===== config.mk =====
export PLATFORM = sky130hd
export DESIGN_NAME = stid_top
export DESIGN_NICKNAME = d
export VERILOG_FILES = /design/src/logic/stid_pkg.sv /design/src/logic/stid_if.sv /design/src/logic/stid_top.sv /design/src/logic/stid_sync.sv
export VERILOG_INCLUDE_DIRS = /design/src /design/src/logic
export SDC_FILE = /design/constraint.sdc
export NUM_CORES = 1
export LEC_CHECK = 0
export BUFFER_PORTS_ARGS = -buffer_cell sky130_fd_sc_hd__buf_4
export CORE_AREA = 2 2 119 168
export DETAILED_ROUTE_END_ITERATION = 16
export DIE_AREA = 0 0 121 170
export GPL_TIMING_DRIVEN = 0
export PLACE_DENSITY = 0.59
export SETUP_SLACK_MARGIN = 0.2
export SYNTH_ARGS = -nofsm -noshare
export SYNTH_HDL_FRONTEND = slang
export SYNTH_SLANG_ARGS = --single-unit

===== constraint.sdc =====
create_clock -name clk -period 1.8 [get_ports clk]
set_input_delay 0.09 -clock clk [delete_from_list [all_inputs] [get_ports clk]]
set_output_delay 0.09 -clock clk [all_outputs]
set_load 0.01 [all_outputs]

===== src/logic/stid_params.svh =====
// constants for the sram test port instruction decode
// assumes nothing; included by the package only, whose macros the modules use
`ifndef STID_PARAMS_SVH
`define STID_PARAMS_SVH
`define STID_IR_W 3
`define STID_ID_W 32
`define STID_BSR_W 90
`define STID_OP_EXTEST 3'h0
`define STID_OP_IDCODE 3'h1
`define STID_OP_SAMPLEZ 3'h2
`define STID_OP_SAMPLE 3'h4
`define STID_OP_BYPASS 3'h7
`define STID_IR_CAPTURE 3'h1
// identification value is arbitrary, presence bit 0 set
`define STID_ID_VALUE 32'h1234_5679
`define STID_SYNC_STAGES 2
`endif


===== src/logic/stid_pkg.sv =====
// types for the sram test port instruction decode
// assumes stid_params.svh is on the include path
package stid_pkg;
`include "stid_params.svh"
   typedef enum logic [3:0] {
      ST_RESET, ST_IDLE, ST_SEL_DR, ST_CAP_DR, ST_SH_DR, ST_EX1_DR,
      ST_PAU_DR, ST_EX2_DR, ST_UPD_DR, ST_SEL_IR, ST_CAP_IR, ST_SH_IR,
      ST_EX1_IR, ST_PAU_IR, ST_EX2_IR, ST_UPD_IR
   } stid_state_t;
   typedef enum logic [1:0] {
      PATH_BSR, PATH_ID, PATH_BYP
   } stid_path_t;
endpackage


===== src/logic/stid_if.sv =====
// carrier between the port edge detector and the decoder
// assumes one clock domain, clk
`timescale 1ns/10ps
interface stid_if;
   logic tck_rise;
   logic tck_fall;
   logic tms;
   logic tdi;
   modport src (output tck_rise, output tck_fall, output tms, output tdi);
   modport dst (input tck_rise, input tck_fall, input tms, input tdi);
endinterface


===== src/logic/stid_top.sv =====
// test port controller and instruction decode for a pipelined sram
// assumes test pins asynchronous to clk; tck well below clk/4
// How it works
// RULE1 - code 000: capture ring, scan path, outputs high-z
// RULE2 - code 001: id register in path, memory unaffected
// RULE3 - code 010: capture ring, scan path, outputs high-z
// RULE4 - code 100: capture ring, scan path, no pin drive
// RULE5 - code 111: bypass in path, memory unaffected
// RULE6 - controller loads codes 011, 101, 110 and decodes them as bypass
// RULE7 - reset and test-logic-reset select identification
// RULE8 - capture-ir loads 01 in low bits
// RULE9 - capture loads fixed id, bit 0 set
// RULE10 - bypass path exactly one stage
// RULE11 - sixteen-state controller on tms at tck rise
`timescale 1ns/10ps
module stid_top
   import stid_pkg::*;
#(
   parameter int BSR_W = `STID_BSR_W,
   parameter logic [`STID_ID_W-1:0] ID_VALUE = `STID_ID_VALUE
) (
   input wire logic clk,
   input wire logic reset_n,
   input wire logic tck,
   input wire logic tms,
   input wire logic tdi,
   input wire logic [BSR_W-1:0] io_ring,
   output logic tdo,
   output logic tdo_oe,
   output logic mem_out_hiz,
   output logic [`STID_IR_W-1:0] active_op,
   output stid_state_t tap_state
);
   typedef struct packed {
      stid_state_t st;
      logic [`STID_IR_W-1:0] ir_sh;
      logic [`STID_IR_W-1:0] ir;
      logic [`STID_ID_W-1:0] id_sh;
      logic [BSR_W-1:0] bsr;
      logic byp;
      logic tdo;
      logic tdo_oe;
      logic hiz;
   } stid_top_t;
   stid_top_t r_reg, r_next;
   stid_if link ();

   stid_sync u_sync (
      .clk(clk),
      .reset_n(reset_n),
      .tck(tck),
      .tms(tms),
      .tdi(tdi),
      .pins(link)
   );

   function automatic stid_state_t step(stid_state_t s, logic m);
      unique case (s)
         ST_RESET: step = m ? ST_RESET : ST_IDLE;
         ST_IDLE: step = m ? ST_SEL_DR : ST_IDLE;
         ST_SEL_DR: step = m ? ST_SEL_IR : ST_CAP_DR;
         ST_CAP_DR: step = m ? ST_EX1_DR : ST_SH_DR;
         ST_SH_DR: step = m ? ST_EX1_DR : ST_SH_DR;
         ST_EX1_DR: step = m ? ST_UPD_DR : ST_PAU_DR;
         ST_PAU_DR: step = m ? ST_EX2_DR : ST_PAU_DR;
         ST_EX2_DR: step = m ? ST_UPD_DR : ST_SH_DR;
         ST_UPD_DR: step = m ? ST_SEL_DR : ST_IDLE;
         ST_SEL_IR: step = m ? ST_RESET : ST_CAP_IR;
         ST_CAP_IR: step = m ? ST_EX1_IR : ST_SH_IR;
         ST_SH_IR: step = m ? ST_EX1_IR : ST_SH_IR;
         ST_EX1_IR: step = m ? ST_UPD_IR : ST_PAU_IR;
         ST_PAU_IR: step = m ? ST_EX2_IR : ST_PAU_IR;
         ST_EX2_IR: step = m ? ST_UPD_IR : ST_SH_IR;
         ST_UPD_IR: step = m ? ST_SEL_DR : ST_IDLE;
      endcase
   endfunction

   // reserved codes fall back to bypass so the chain stays intact
   function automatic stid_path_t path_of(logic [`STID_IR_W-1:0] op);
      unique case (op)
         `STID_OP_EXTEST, `STID_OP_SAMPLEZ, `STID_OP_SAMPLE:
            path_of = PATH_BSR; // RULE1 RULE3 RULE4
         `STID_OP_IDCODE: path_of = PATH_ID; // RULE2
         default: path_of = PATH_BYP; // RULE5 RULE6
      endcase
   endfunction

   stid_path_t path;
   logic ir_mode;

   always_comb begin
      r_next = r_reg;
      path = path_of(r_reg.ir);
      ir_mode = r_reg.st inside {ST_SH_IR, ST_EX1_IR, ST_PAU_IR,
                                 ST_EX2_IR, ST_SEL_IR, ST_CAP_IR};
      if (link.tck_rise) begin
         r_next.st = step(r_reg.st, link.tms); // RULE11
         // reload on entry, not a tck later, so reset never shows a stale op
         if (r_next.st == ST_RESET)
            r_next.ir = `STID_OP_IDCODE; // RULE7
         unique case (r_reg.st)
            ST_CAP_IR: r_next.ir_sh = `STID_IR_CAPTURE; // RULE8
            ST_SH_IR:
               r_next.ir_sh = {link.tdi, r_reg.ir_sh[`STID_IR_W-1:1]};
            ST_UPD_IR: r_next.ir = r_reg.ir_sh; // RULE11
            ST_CAP_DR: begin
               // capture only; ring is never driven back out
               if (path == PATH_BSR)
                  r_next.bsr = io_ring; // RULE1 RULE3 RULE4
               r_next.id_sh = ID_VALUE; // RULE9
               r_next.byp = 1'b0;
            end
            ST_SH_DR: begin
               r_next.bsr = {link.tdi, r_reg.bsr[BSR_W-1:1]};
               r_next.id_sh = {link.tdi, r_reg.id_sh[`STID_ID_W-1:1]};
               r_next.byp = link.tdi; // RULE10
            end
            default: ;
         endcase
      end
      if (link.tck_fall) begin
         r_next.tdo_oe = r_reg.st inside {ST_SH_DR, ST_SH_IR};
         if (ir_mode) begin
            r_next.tdo = r_reg.ir_sh[0];
         end else begin
            unique case (path)
               PATH_BSR: r_next.tdo = r_reg.bsr[0];
               PATH_ID: r_next.tdo = r_reg.id_sh[0]; // RULE2 RULE9
               default: r_next.tdo = r_reg.byp; // RULE10
            endcase
         end
      end
      // only the two high-z codes touch memory outputs
      r_next.hiz = (r_reg.ir == `STID_OP_EXTEST) ||
                   (r_reg.ir == `STID_OP_SAMPLEZ); // RULE1 RULE3
   end

   always_ff @(posedge clk or negedge reset_n) begin
      if (!reset_n) begin
         r_reg <= '0;
         r_reg.st <= ST_RESET;
         r_reg.ir <= `STID_OP_IDCODE; // RULE7
      end else begin
         r_reg <= r_next;
      end
   end

   assign tdo = r_reg.tdo;
   assign tdo_oe = r_reg.tdo_oe;
   assign mem_out_hiz = r_reg.hiz;
   assign active_op = r_reg.ir;
   assign tap_state = r_reg.st;
endmodule


===== src/logic/stid_sync.sv =====
// synchronises the test pins and finds test clock edges
// assumes test clock far slower than clk
`timescale 1ns/10ps
module stid_sync
   import stid_pkg::*;
(
   input wire logic clk,
   input wire logic reset_n,
   input wire logic tck,
   input wire logic tms,
   input wire logic tdi,
   stid_if.src pins
);
   typedef struct packed {
      logic [2:0] s1;
      logic [2:0] s2;
      logic tck_d;
      logic rise;
      logic fall;
      logic tms;
      logic tdi;
   } stid_sync_t;
   stid_sync_t s_reg, s_next;

   // first stage is read only by the second stage
   always_comb begin
      s_next = s_reg;
      s_next.s1 = {tck, tms, tdi};
      s_next.s2 = s_reg.s1;
      s_next.tck_d = s_reg.s2[2];
      s_next.rise = s_reg.s2[2] & ~s_reg.tck_d;
      s_next.fall = ~s_reg.s2[2] & s_reg.tck_d;
      // tms/tdi held with the edge so they line up
      s_next.tms = s_reg.s2[1];
      s_next.tdi = s_reg.s2[0];
   end

   always_ff @(posedge clk or negedge reset_n) begin
      if (!reset_n) begin
         s_reg <= '0;
      end else begin
         s_reg <= s_next;
      end
   end

   assign pins.tck_rise = s_reg.rise;
   assign pins.tck_fall = s_reg.fall;
   assign pins.tms = s_reg.tms;
   assign pins.tdi = s_reg.tdi;
endmodule


Word level (Yosys, flattened, before mapping) --
Index checks and enable logic that the tools add are counted.
Storage, ports and cells: bits of input ports 95, bits in latches 0, word-level logic and storage cells 80, bits in read-only memories 0, bits in writable memories 0, output and inout port bits 10, memories kept 0, register bits after elaboration 147
Cells by class: order comparisons 0, eq/ne operators 20, reduce and logical (&&, ||, !) cells 18, shifts and indexed selects 0, add/sub/neg operators 0, multipliers 0, div/mod/pow operators 0, muxes and demuxes 22, bitwise gates (word level) 4
Operators by type and width (number):
- $pmux W123 S2 | 1
- $mux W90 | 1
- $pmux W4 S12 | 1
- $eq A4 B4 Y1 const B | 8
- $mux W4 | 5
- $eq A4 B3 Y1 const B | 4
- $mux W3 | 4
- $eq A4 B2 Y1 const B | 2
- $logic_not A4 Y1 | 2
- $reduce_bool A2 Y1 | 4
- $mux W2 | 3
- $pmux W3 S2 | 1
- $reduce_and A2 Y1 | 3
- $reduce_bool A6 Y1 | 1
- $reduce_or A3 Y1 | 2
- $eq A4 B1 Y1 const B | 1
- $mux W1 | 4
- $pmux W2 S2 | 1
- $reduce_or A2 Y1 | 2
- $eq A3 B1 Y1 const B | 1
- $eq A3 B2 Y1 const B | 1
- $eq A3 B3 Y1 const B | 1
- $logic_not A3 Y1 | 1
- $reduce_and A3 Y1 | 1
- other kinds (7) | 9

Depth between registers and ports, before layout --
Gate-level depths: netlist (run 1).
depth after elaboration 7, depth in mapped cells 7, depth with buffers taken out 4

Modules after synthesis --
A second synthesis (run 1) with hierarchy kept.
Second synthesis, totals: cell total of the unflattened synthesis 582, area, all modules 6480.0 um^2
By module, submodules not included:
- stid_top | sequential area each 3379.5 um^2, area an instance 6189.7 um^2, instances 1, cells an instance 569
- stid_sync | sequential area each 275.3 um^2, area an instance 290.3 um^2, instances 1, cells an instance 13

Worst setup path before layout (run 1) --
No wires, ideal clock.
path kind register -> register, start point register r_reg (netlist bit tap_state[2]), end point register r_reg (netlist bit active_op[1]), required time 1.679 ns, path buffers 1, library setup time 0.121 ns, period minus slack after synthesis 1.596 ns, stages on the path, launching flop included 6, setup slack 0.204 ns, arrival time 1.475 ns, cells stage by stage dfrtp_1 -> buf_4 -> or3b_2 -> a21oi_1 -> o21ai_1 -> a22o_1
Between the ends: cells in the longest elaborated chain, start to end 7, elaborated cells between the ends (all ways) 25, those cells by class eq/ne: 15; mux: 3; reduce/logical: 7
Ends and longest elaborated chain:
- from (decl) | RTL line stid_top.sv:45 | stid_top_t r_reg, r_next;
- from (signal assigned) | RTL line stid_top.sv:144 | r_reg <= r_next;
- $eq A4 B4 Y1, or another cell as far along | RTL line stid_top.sv:58, stid_top.sv:101
- $reduce_or A3 Y1 (no line) / $reduce_or A2 Y1 (equally long branches)
- $pmux W4 S12 | RTL line stid_top.sv:58 | unique case (s)
- $mux W4 | RTL line stid_top.sv:96 | if (link.tck_rise) begin
- $logic_not A4 Y1 | RTL line stid_top.sv:99 | if (r_next.st == ST_RESET)
- $reduce_bool A2 Y1 (no line)
- $reduce_and A2 Y1 (no line)
Several ways; a longest one is shown, not always the timed one. The select of a mux whose other input is x is not followed. A chain may end at the register's enable or synchronous reset.

Worst setup path in the final report (run 1) --
start point register r_reg (netlist bit tap_state[1]), end point register r_reg[45] in the netlist's numbering
Between the ends: cells in the longest elaborated chain, start to end 3, elaborated cells between the ends (all ways) 6, those cells by class eq/ne: 3; mux: 1; reduce/logical: 2
Ends and longest elaborated chain:
- $eq A4 B2 Y1 / $eq A4 B3 Y1 (equally long branches) | RTL line stid_top.sv:101 | unique case (r_reg.st)
- $ne A2 B2 Y1 (no line) / $reduce_bool A2 Y1 (equally long branches)
- $reduce_and A3 Y1 (no line)
Several ways; a longest one is shown, not always the timed one.

==> results of run 1 <==
## worst paths after layout
kind / start / cells after the start / end
hold / removal: io_ring[68] / 3 / r_reg[72]
hold reg to reg: u_sync.s_next[5] / 0 / u_sync.s_next[0]
min in group asynchronous: reset_n / 2 / r_reg[66]
max in group asynchronous: reset_n / 3 / r_reg[107]
setup / recovery: tap_state[1] / 7 / r_reg[45]
setup reg to reg: tap_state[1] / 7 / r_reg[45]
## kinds of logic (layout without fill, tap and decap cells)
| family | after synthesis | after routing | synth area share |
|---|---|---|---|
| xor gates and xnor gates | 1 | 1 | 0.001332 |
| AOI/OAI and AO/OA | 153 | 153 | 0.1450 |
| buffers and inverters | 54 | 305 | 0.05821 |
| muxes | 91 | 91 | 0.1385 |
| and+or+nand+nor | 142 | 142 | 0.1014 |
| DFF | 146 | 146 | 0.5556 |
## metal layers
metal,routed length (um),track usage,vias up
met5,0,0,-
met4,269,0.05207,0
met3,545,0.03050,25
met2,8727,0.2809,113
met1,6910,0.2036,2630
li1,-,-,2537
## worst max-delay path, stage by stage, from the launching register on
cell	delay, ns
dfrtp_1	0.42
buf_6	0.15
nor4b_4	0.29
buf_6	0.17
buf_12	0.18
buf_12	0.14
mux2i_1	0.23
o21ai_1	0.11
## final cells by class
class	count	area (um^2)
Buffer	51	560.5
Clock buffer	17	425.4
Clock inverter	15	197.7
Fill cell	1631	9116
Inverter	3	11.26
Multi-Input combinational cell	387	2675
Sequential cell	146	3657
Tap cell	248	310.3
Timing Repair Buffer	219	2039
## what timing repair did
action	CTS	global route
hold endpoints to repair	145	1
pin swaps	4	22
resized for setup	57	75
hold buffers	92	1
cloned	2	5
setup endpoints to repair	126	128
setup buffers	7	7
## cell usage after synthesis, types with 2 or more instances
library cell  instances
and3b_1               2
o22a_1               15
nand2_1             102
nor2_1                7
buf_6                13
buf_2                 6
nand3_1               4
nor2b_1               6
buf_4                20
a22o_1               21
nand2b_1              2
or2_2                 2
a21oi_1               8
inv_1                 3
o21ai_0              30
o21ai_1              68
a31oi_1               2
dfrtp_1             145
clkbuf_1             12
mux2i_1              91
## power by group
part,internal [uW],switching [uW],leakage (uW)
sequential,4720,889,0.00178
combinational,2900,2350,0.00231
clock,2240,1540,0.000305
total,9850,4780,0.00440
## through the flow
step / hold slack (ns) / power [uW]
3_5_place_dp: 0.09602 / 9634
2_1_floorplan: -0.2056 / 8429
6_report: 0.009741 / 14630
4_1_cts: 0.02006 / 14090
5_1_grt: 0.02490 / 15560
3_3_place_gp: 0.1991 / 9420
==> impl_metrics.csv, run 1 <==
group,metric,value,unit
synthesis,ys.flop_type,"dfrtp_1",
layout,final_util,0.5200,
place,placed_cell_area,7700,um^2
synthesis,synth-seq-area-share,0.5556,
power_and_ir_drop,power_leakage,0.004396,uW
sta,rsz0062_at_grt,"yes",
sta,slew_violations,0,
worst_setup_path,r2r_slack,-0.03,ns
synthesis,netlist_instances,587,
drt,drt_iter0_drc,210,
worst_setup_path,critPathMaxFanout,8,
place,gp_congestion,0.7535,
place,dp_slack,-0.2319,ns
floorplanning,coreArea,18990,um^2
floorplanning,placementRows,60,
synthesis,yosysWarnings,0,
global_route,grt_usage,0.1624,
sta,period_needed,1.825,ns
synthesis,synthDistinctLibCells,48,
sta,fin_crit_sh,1.014,
place,io_buffers,104,
global_route,grt_pass1_vias,5521,
floorplanning,die_x,121,um
clock_tree,numClockSinks,146,
drt,dr.pass1.iters,4,
place,dp.cells,940,
drt,antenna_left,0,
worst_setup_path,worst_setup_path_start_kind,"flop",
floorplanning,die_area,20570,um^2
drt,vias_per_cell,4.885,
synthesis,synth_edf_count,0,
sta,worst_slack,-0.02523,ns
synthesis,synth_top_cell_area_share,0.5516,
clock_tree,cts_tree,"built",
layout,finalNonFillerCells,1086,
synthesis,syn_area,6578,um^2
min_path,hold_class,"in -> reg",
drt,drt-total-wl,16450,um
worst_setup_path,worstPathArrival,2.12,ns
run_status,outcome,"complete, but fails checks",
synthesis,syn_avg_cell_area,11.21,um^2
sta,skew,0.008426,ns
global_route,grt-ovfl-total,0,
power_and_ir_drop,vdd_ir_drop_max,0.7185,mV
drt,vias,5305,
layout,layout-area-overhead-vs-synth,50.16,%
layout,layout-drive-gt1-share,0.2912,
worst_setup_path,endpoint_kind,"flop",
layout,layout_commonest_cell,"dfrtp_1",
layout,nets,920,
place,post-dp-hpwl,10130,um
synthesis,async_flop_share,1.000,
clock_tree,cts_buffers,17,
clock_tree,clk_pin_slew,0.07,ns
clock_tree,cts.htree.levels,4,
sta,max_freq,0.5479,GHz
floorplanning,dieHeight,170,um
run,maxCapViolCount,0,
clock_tree,clk_path_buf_depth,2,
worst_setup_path,required,2.09,ns
global_route,grt_max_degree,92,
layout,antenna_cells,0,
worst_setup_path,critPathKind,"reg -> reg",
sta,tightest_slew,0.5319,ns
run_status,violations,"setup timing",
global_route,antenna_found_initial,0,
layout,final_cell_mix,"dfrtp_1 (143), buf_4 (118), nand2_1 (102)",
clock_tree,clk_latency,0.41,ns
drt,drc,0,
synthesis,synth_seq_cells,146,
sta,setup_viol,1,
sta,fin_tns_setup,-0.02523,ns
sta,max-slew-margin-rel,0.6454,
layout,final_area,9877,um^2
synthesis,ys_top_cells_by_area,"dfrtp_1 (55%), mux2i_1 (14%), nand2_1 (5.8%)",
floorplanning,initial_core_util,0.3463,
synthesis,syn_nets,682,
power_and_ir_drop,powerDensity,1482,nW/um^2
sta,hold_viol,0,
floorplanning,io-pin-count,105,
clock_tree,cts-root-buf,"clkbuf_16",
drt,routedWlPerCell,15.15,um
global_route,grt_pass1_wl,27090,um
layout,largest_register_ffs,125,
synthesis,yosysTopAreaCell,"dfrtp_1",
Note: power is estimated with default switching activity, not from simulation.
==> inputs of run 2 (changes only) <==
Settings changed: RECOVER_POWER set to 100, REMOVE_ABC_BUFFERS set to 1.
Clock period 1.8 ns to 2.1 ns, I/O delays scaled along.
==> impl_metrics.csv, run 2 (same netlist as run 1, synthesis figures left out) <==
group,metric,value,unit
layout,layout_commonest_cell,"dfrtp_1",
run,maxCapViolCount,0,
worst_setup_path,critPathMaxFanout,7,
sta,hold_slack,-0.002004,ns
power_and_ir_drop,powerDensity,1232,nW/um^2
sta,hold_viol,1,
drt,vias,5257,
drt,antenna_left,0,
clock_tree,cts-root-buf,"clkbuf_16",
place,io_buffers,104,
floorplanning,coreArea,18990,um^2
floorplanning,io-pin-count,105,
clock_tree,numClockSinks,146,
worst_setup_path,worst_setup_path_start_kind,"flop",
sta,rsz0062_at_grt,"yes",
power_and_ir_drop,power_leakage,0.004345,uW
sta,worst_slack,0.1694,ns
drt,routedWlPerCell,15.32,um
drt,vias_per_cell,4.868,
layout,final_cell_mix,"dfrtp_1 (142), buf_4 (119), nand2_1 (102)",
sta,fin_crit_sh,0.9194,
global_route,grt_pass1_vias,5339,
floorplanning,dieHeight,170,um
sta,max-slew-margin-rel,0.5451,
global_route,grt-ovfl-total,0,
drt,dr.pass1.iters,4,
clock_tree,clk_path_buf_depth,2,
sta,max_freq,0.5180,GHz
drt,drt_iter0_drc,222,
run_status,outcome,"complete, but fails checks",
floorplanning,die_area,20570,um^2
layout,fillers,1644,
sta,slew_violations,0,
layout,nets,914,
drt,drt-total-wl,16540,um
place,post-dp-hpwl,9304,um
sta,setup_viol,0,
floorplanning,die_x,121,um
run_status,violations,"hold timing",
layout,largest_register_ffs,125,
sta,period_needed,1.931,ns
global_route,antenna_found_initial,0,
worst_setup_path,required,2.39,ns
drt,drc,0,
sta,fin_tns_setup,0,ns
clock_tree,cts_tree,"built",
global_route,grt_max_degree,78,
sta,tightest_slew,0.6823,ns
layout,final_util,0.5144,
worst_setup_path,endpoint_kind,"flop",
clock_tree,clk_latency,0.42,ns
layout,antenna_cells,0,
global_route,grt_usage,0.1551,
clock_tree,cts_buffers,17,
place,dp_slack,-0.8473,ns
clock_tree,cts.htree.levels,4,
global_route,grt_pass1_wl,25390,um
layout,layout-area-overhead-vs-synth,48.53,%
floorplanning,initial_core_util,0.3463,
power_and_ir_drop,vdd_ir_drop_max,0.5968,mV
min_path,hold_class,"in -> reg",
worst_setup_path,worstPathArrival,2.22,ns
sta,skew,0.007099,ns
worst_setup_path,critPathKind,"reg -> reg",
place,gp_congestion,0.7454,
layout,layout-drive-gt1-share,0.2536,
floorplanning,placementRows,60,
clock_tree,clk_pin_slew,0.06,ns
-- run 2: cell count changes in the layout (fill, tap and decap cells not counted), sizes merged, moves of 2 or more --
cell and change:
buf -22, bufinv -2, clkbuf +24, clkinvlp +2
dlygate4sd3 -2, inv -7
-- run 2: stage by stage --
| step | instance area [um^2] | power (uW) | cells | hold slack (ns) |
|---|---|---|---|---|
| 2_1_floorplan | 6206 | 6899 | 536 | -0.1906 |
| 3_3_place_gp | 7297 | 7532 | 888 | 0.2166 |
| 3_5_place_dp | 7561 | 8115 | 902 | 0.1670 |
| 4_1_cts | 9320 | 11680 | 1048 | 0.001897 |
| 5_1_grt | 9769 | 12840 | 1080 | 0.03840 |
| 6_report | 9769 | 12030 | 1080 | -0.002004 |
-- run 2: power by group --
part	internal [uW]	switching (uW)	leakage, uW	total (uW)
logic	2360	1900	0.00229	4260
clock network	1790	1160	0.000279	2940
registers	4050	778	0.00178	4830
-- run 2: critical path: stages, from the launching register on --
cell and delay, ns:
dfrtp_1 0.47, nor4b_2 0.44, buf_6 0.19, buf_8 0.12, buf_12 0.13, clkbuf_16 0.15
mux2i_1 0.17, o21ai_0 0.11
-- run 2: layout make-up --
type / count / area [um^2] / area share
clock buffer: 24 / 501.7 / 0.05136
clock inverter: 8 / 76.32 / 0.007812
inverter: 3 / 11.26 / 0.001153
timing repair buffer: 264 / 2618 / 0.2679
sequential: 146 / 3661 / 0.3747
multi-input combinational: 387 / 2591 / 0.2652
tap: 248 / 310.3 / 0.03176
-- run 2: final timing paths --
| path | from | to | slack [ns] | cells after the start |
|---|---|---|---|---|
| min | io_ring[34] | r_reg[38] | -0.002 | 3 |
| min in group asynchronous | reset_n | r_reg[37] | 0.27 | 2 |
| max reg2reg | tap_state[0] | r_reg[46] | 0.17 | 7 |
| min reg2reg | u_sync.s_next[1] | u_sync.pins.tms | 0.35 | 0 |
| max | tap_state[0] | r_reg[46] | 0.17 | 7 |
| max in group asynchronous | reset_n | tap_state[1] | 1.00 | 3 |
-- run 2: metal layers --
layer | vias up | track usage | wire length (um)
met5 | - | 0 | 0
met4 | 0 | 0.05763 | 244
met3 | 20 | 0.03586 | 464
met2 | 99 | 0.2797 | 9018
met1 | 2603 | 0.1766 | 6817
li1 | 2535 | - | -
-- run 2: repair_timing --
item / 4_1_cts / 5_1_grt
setup buffers: 26 / 17
gates cloned: 2 / 10
hold buffers: 86 / 5
pin swaps: 3 / 5
gates resized for setup: 20 / 46
hold endpoints to repair: 154 / 5
endpoints found under the setup margin: 123 / 85
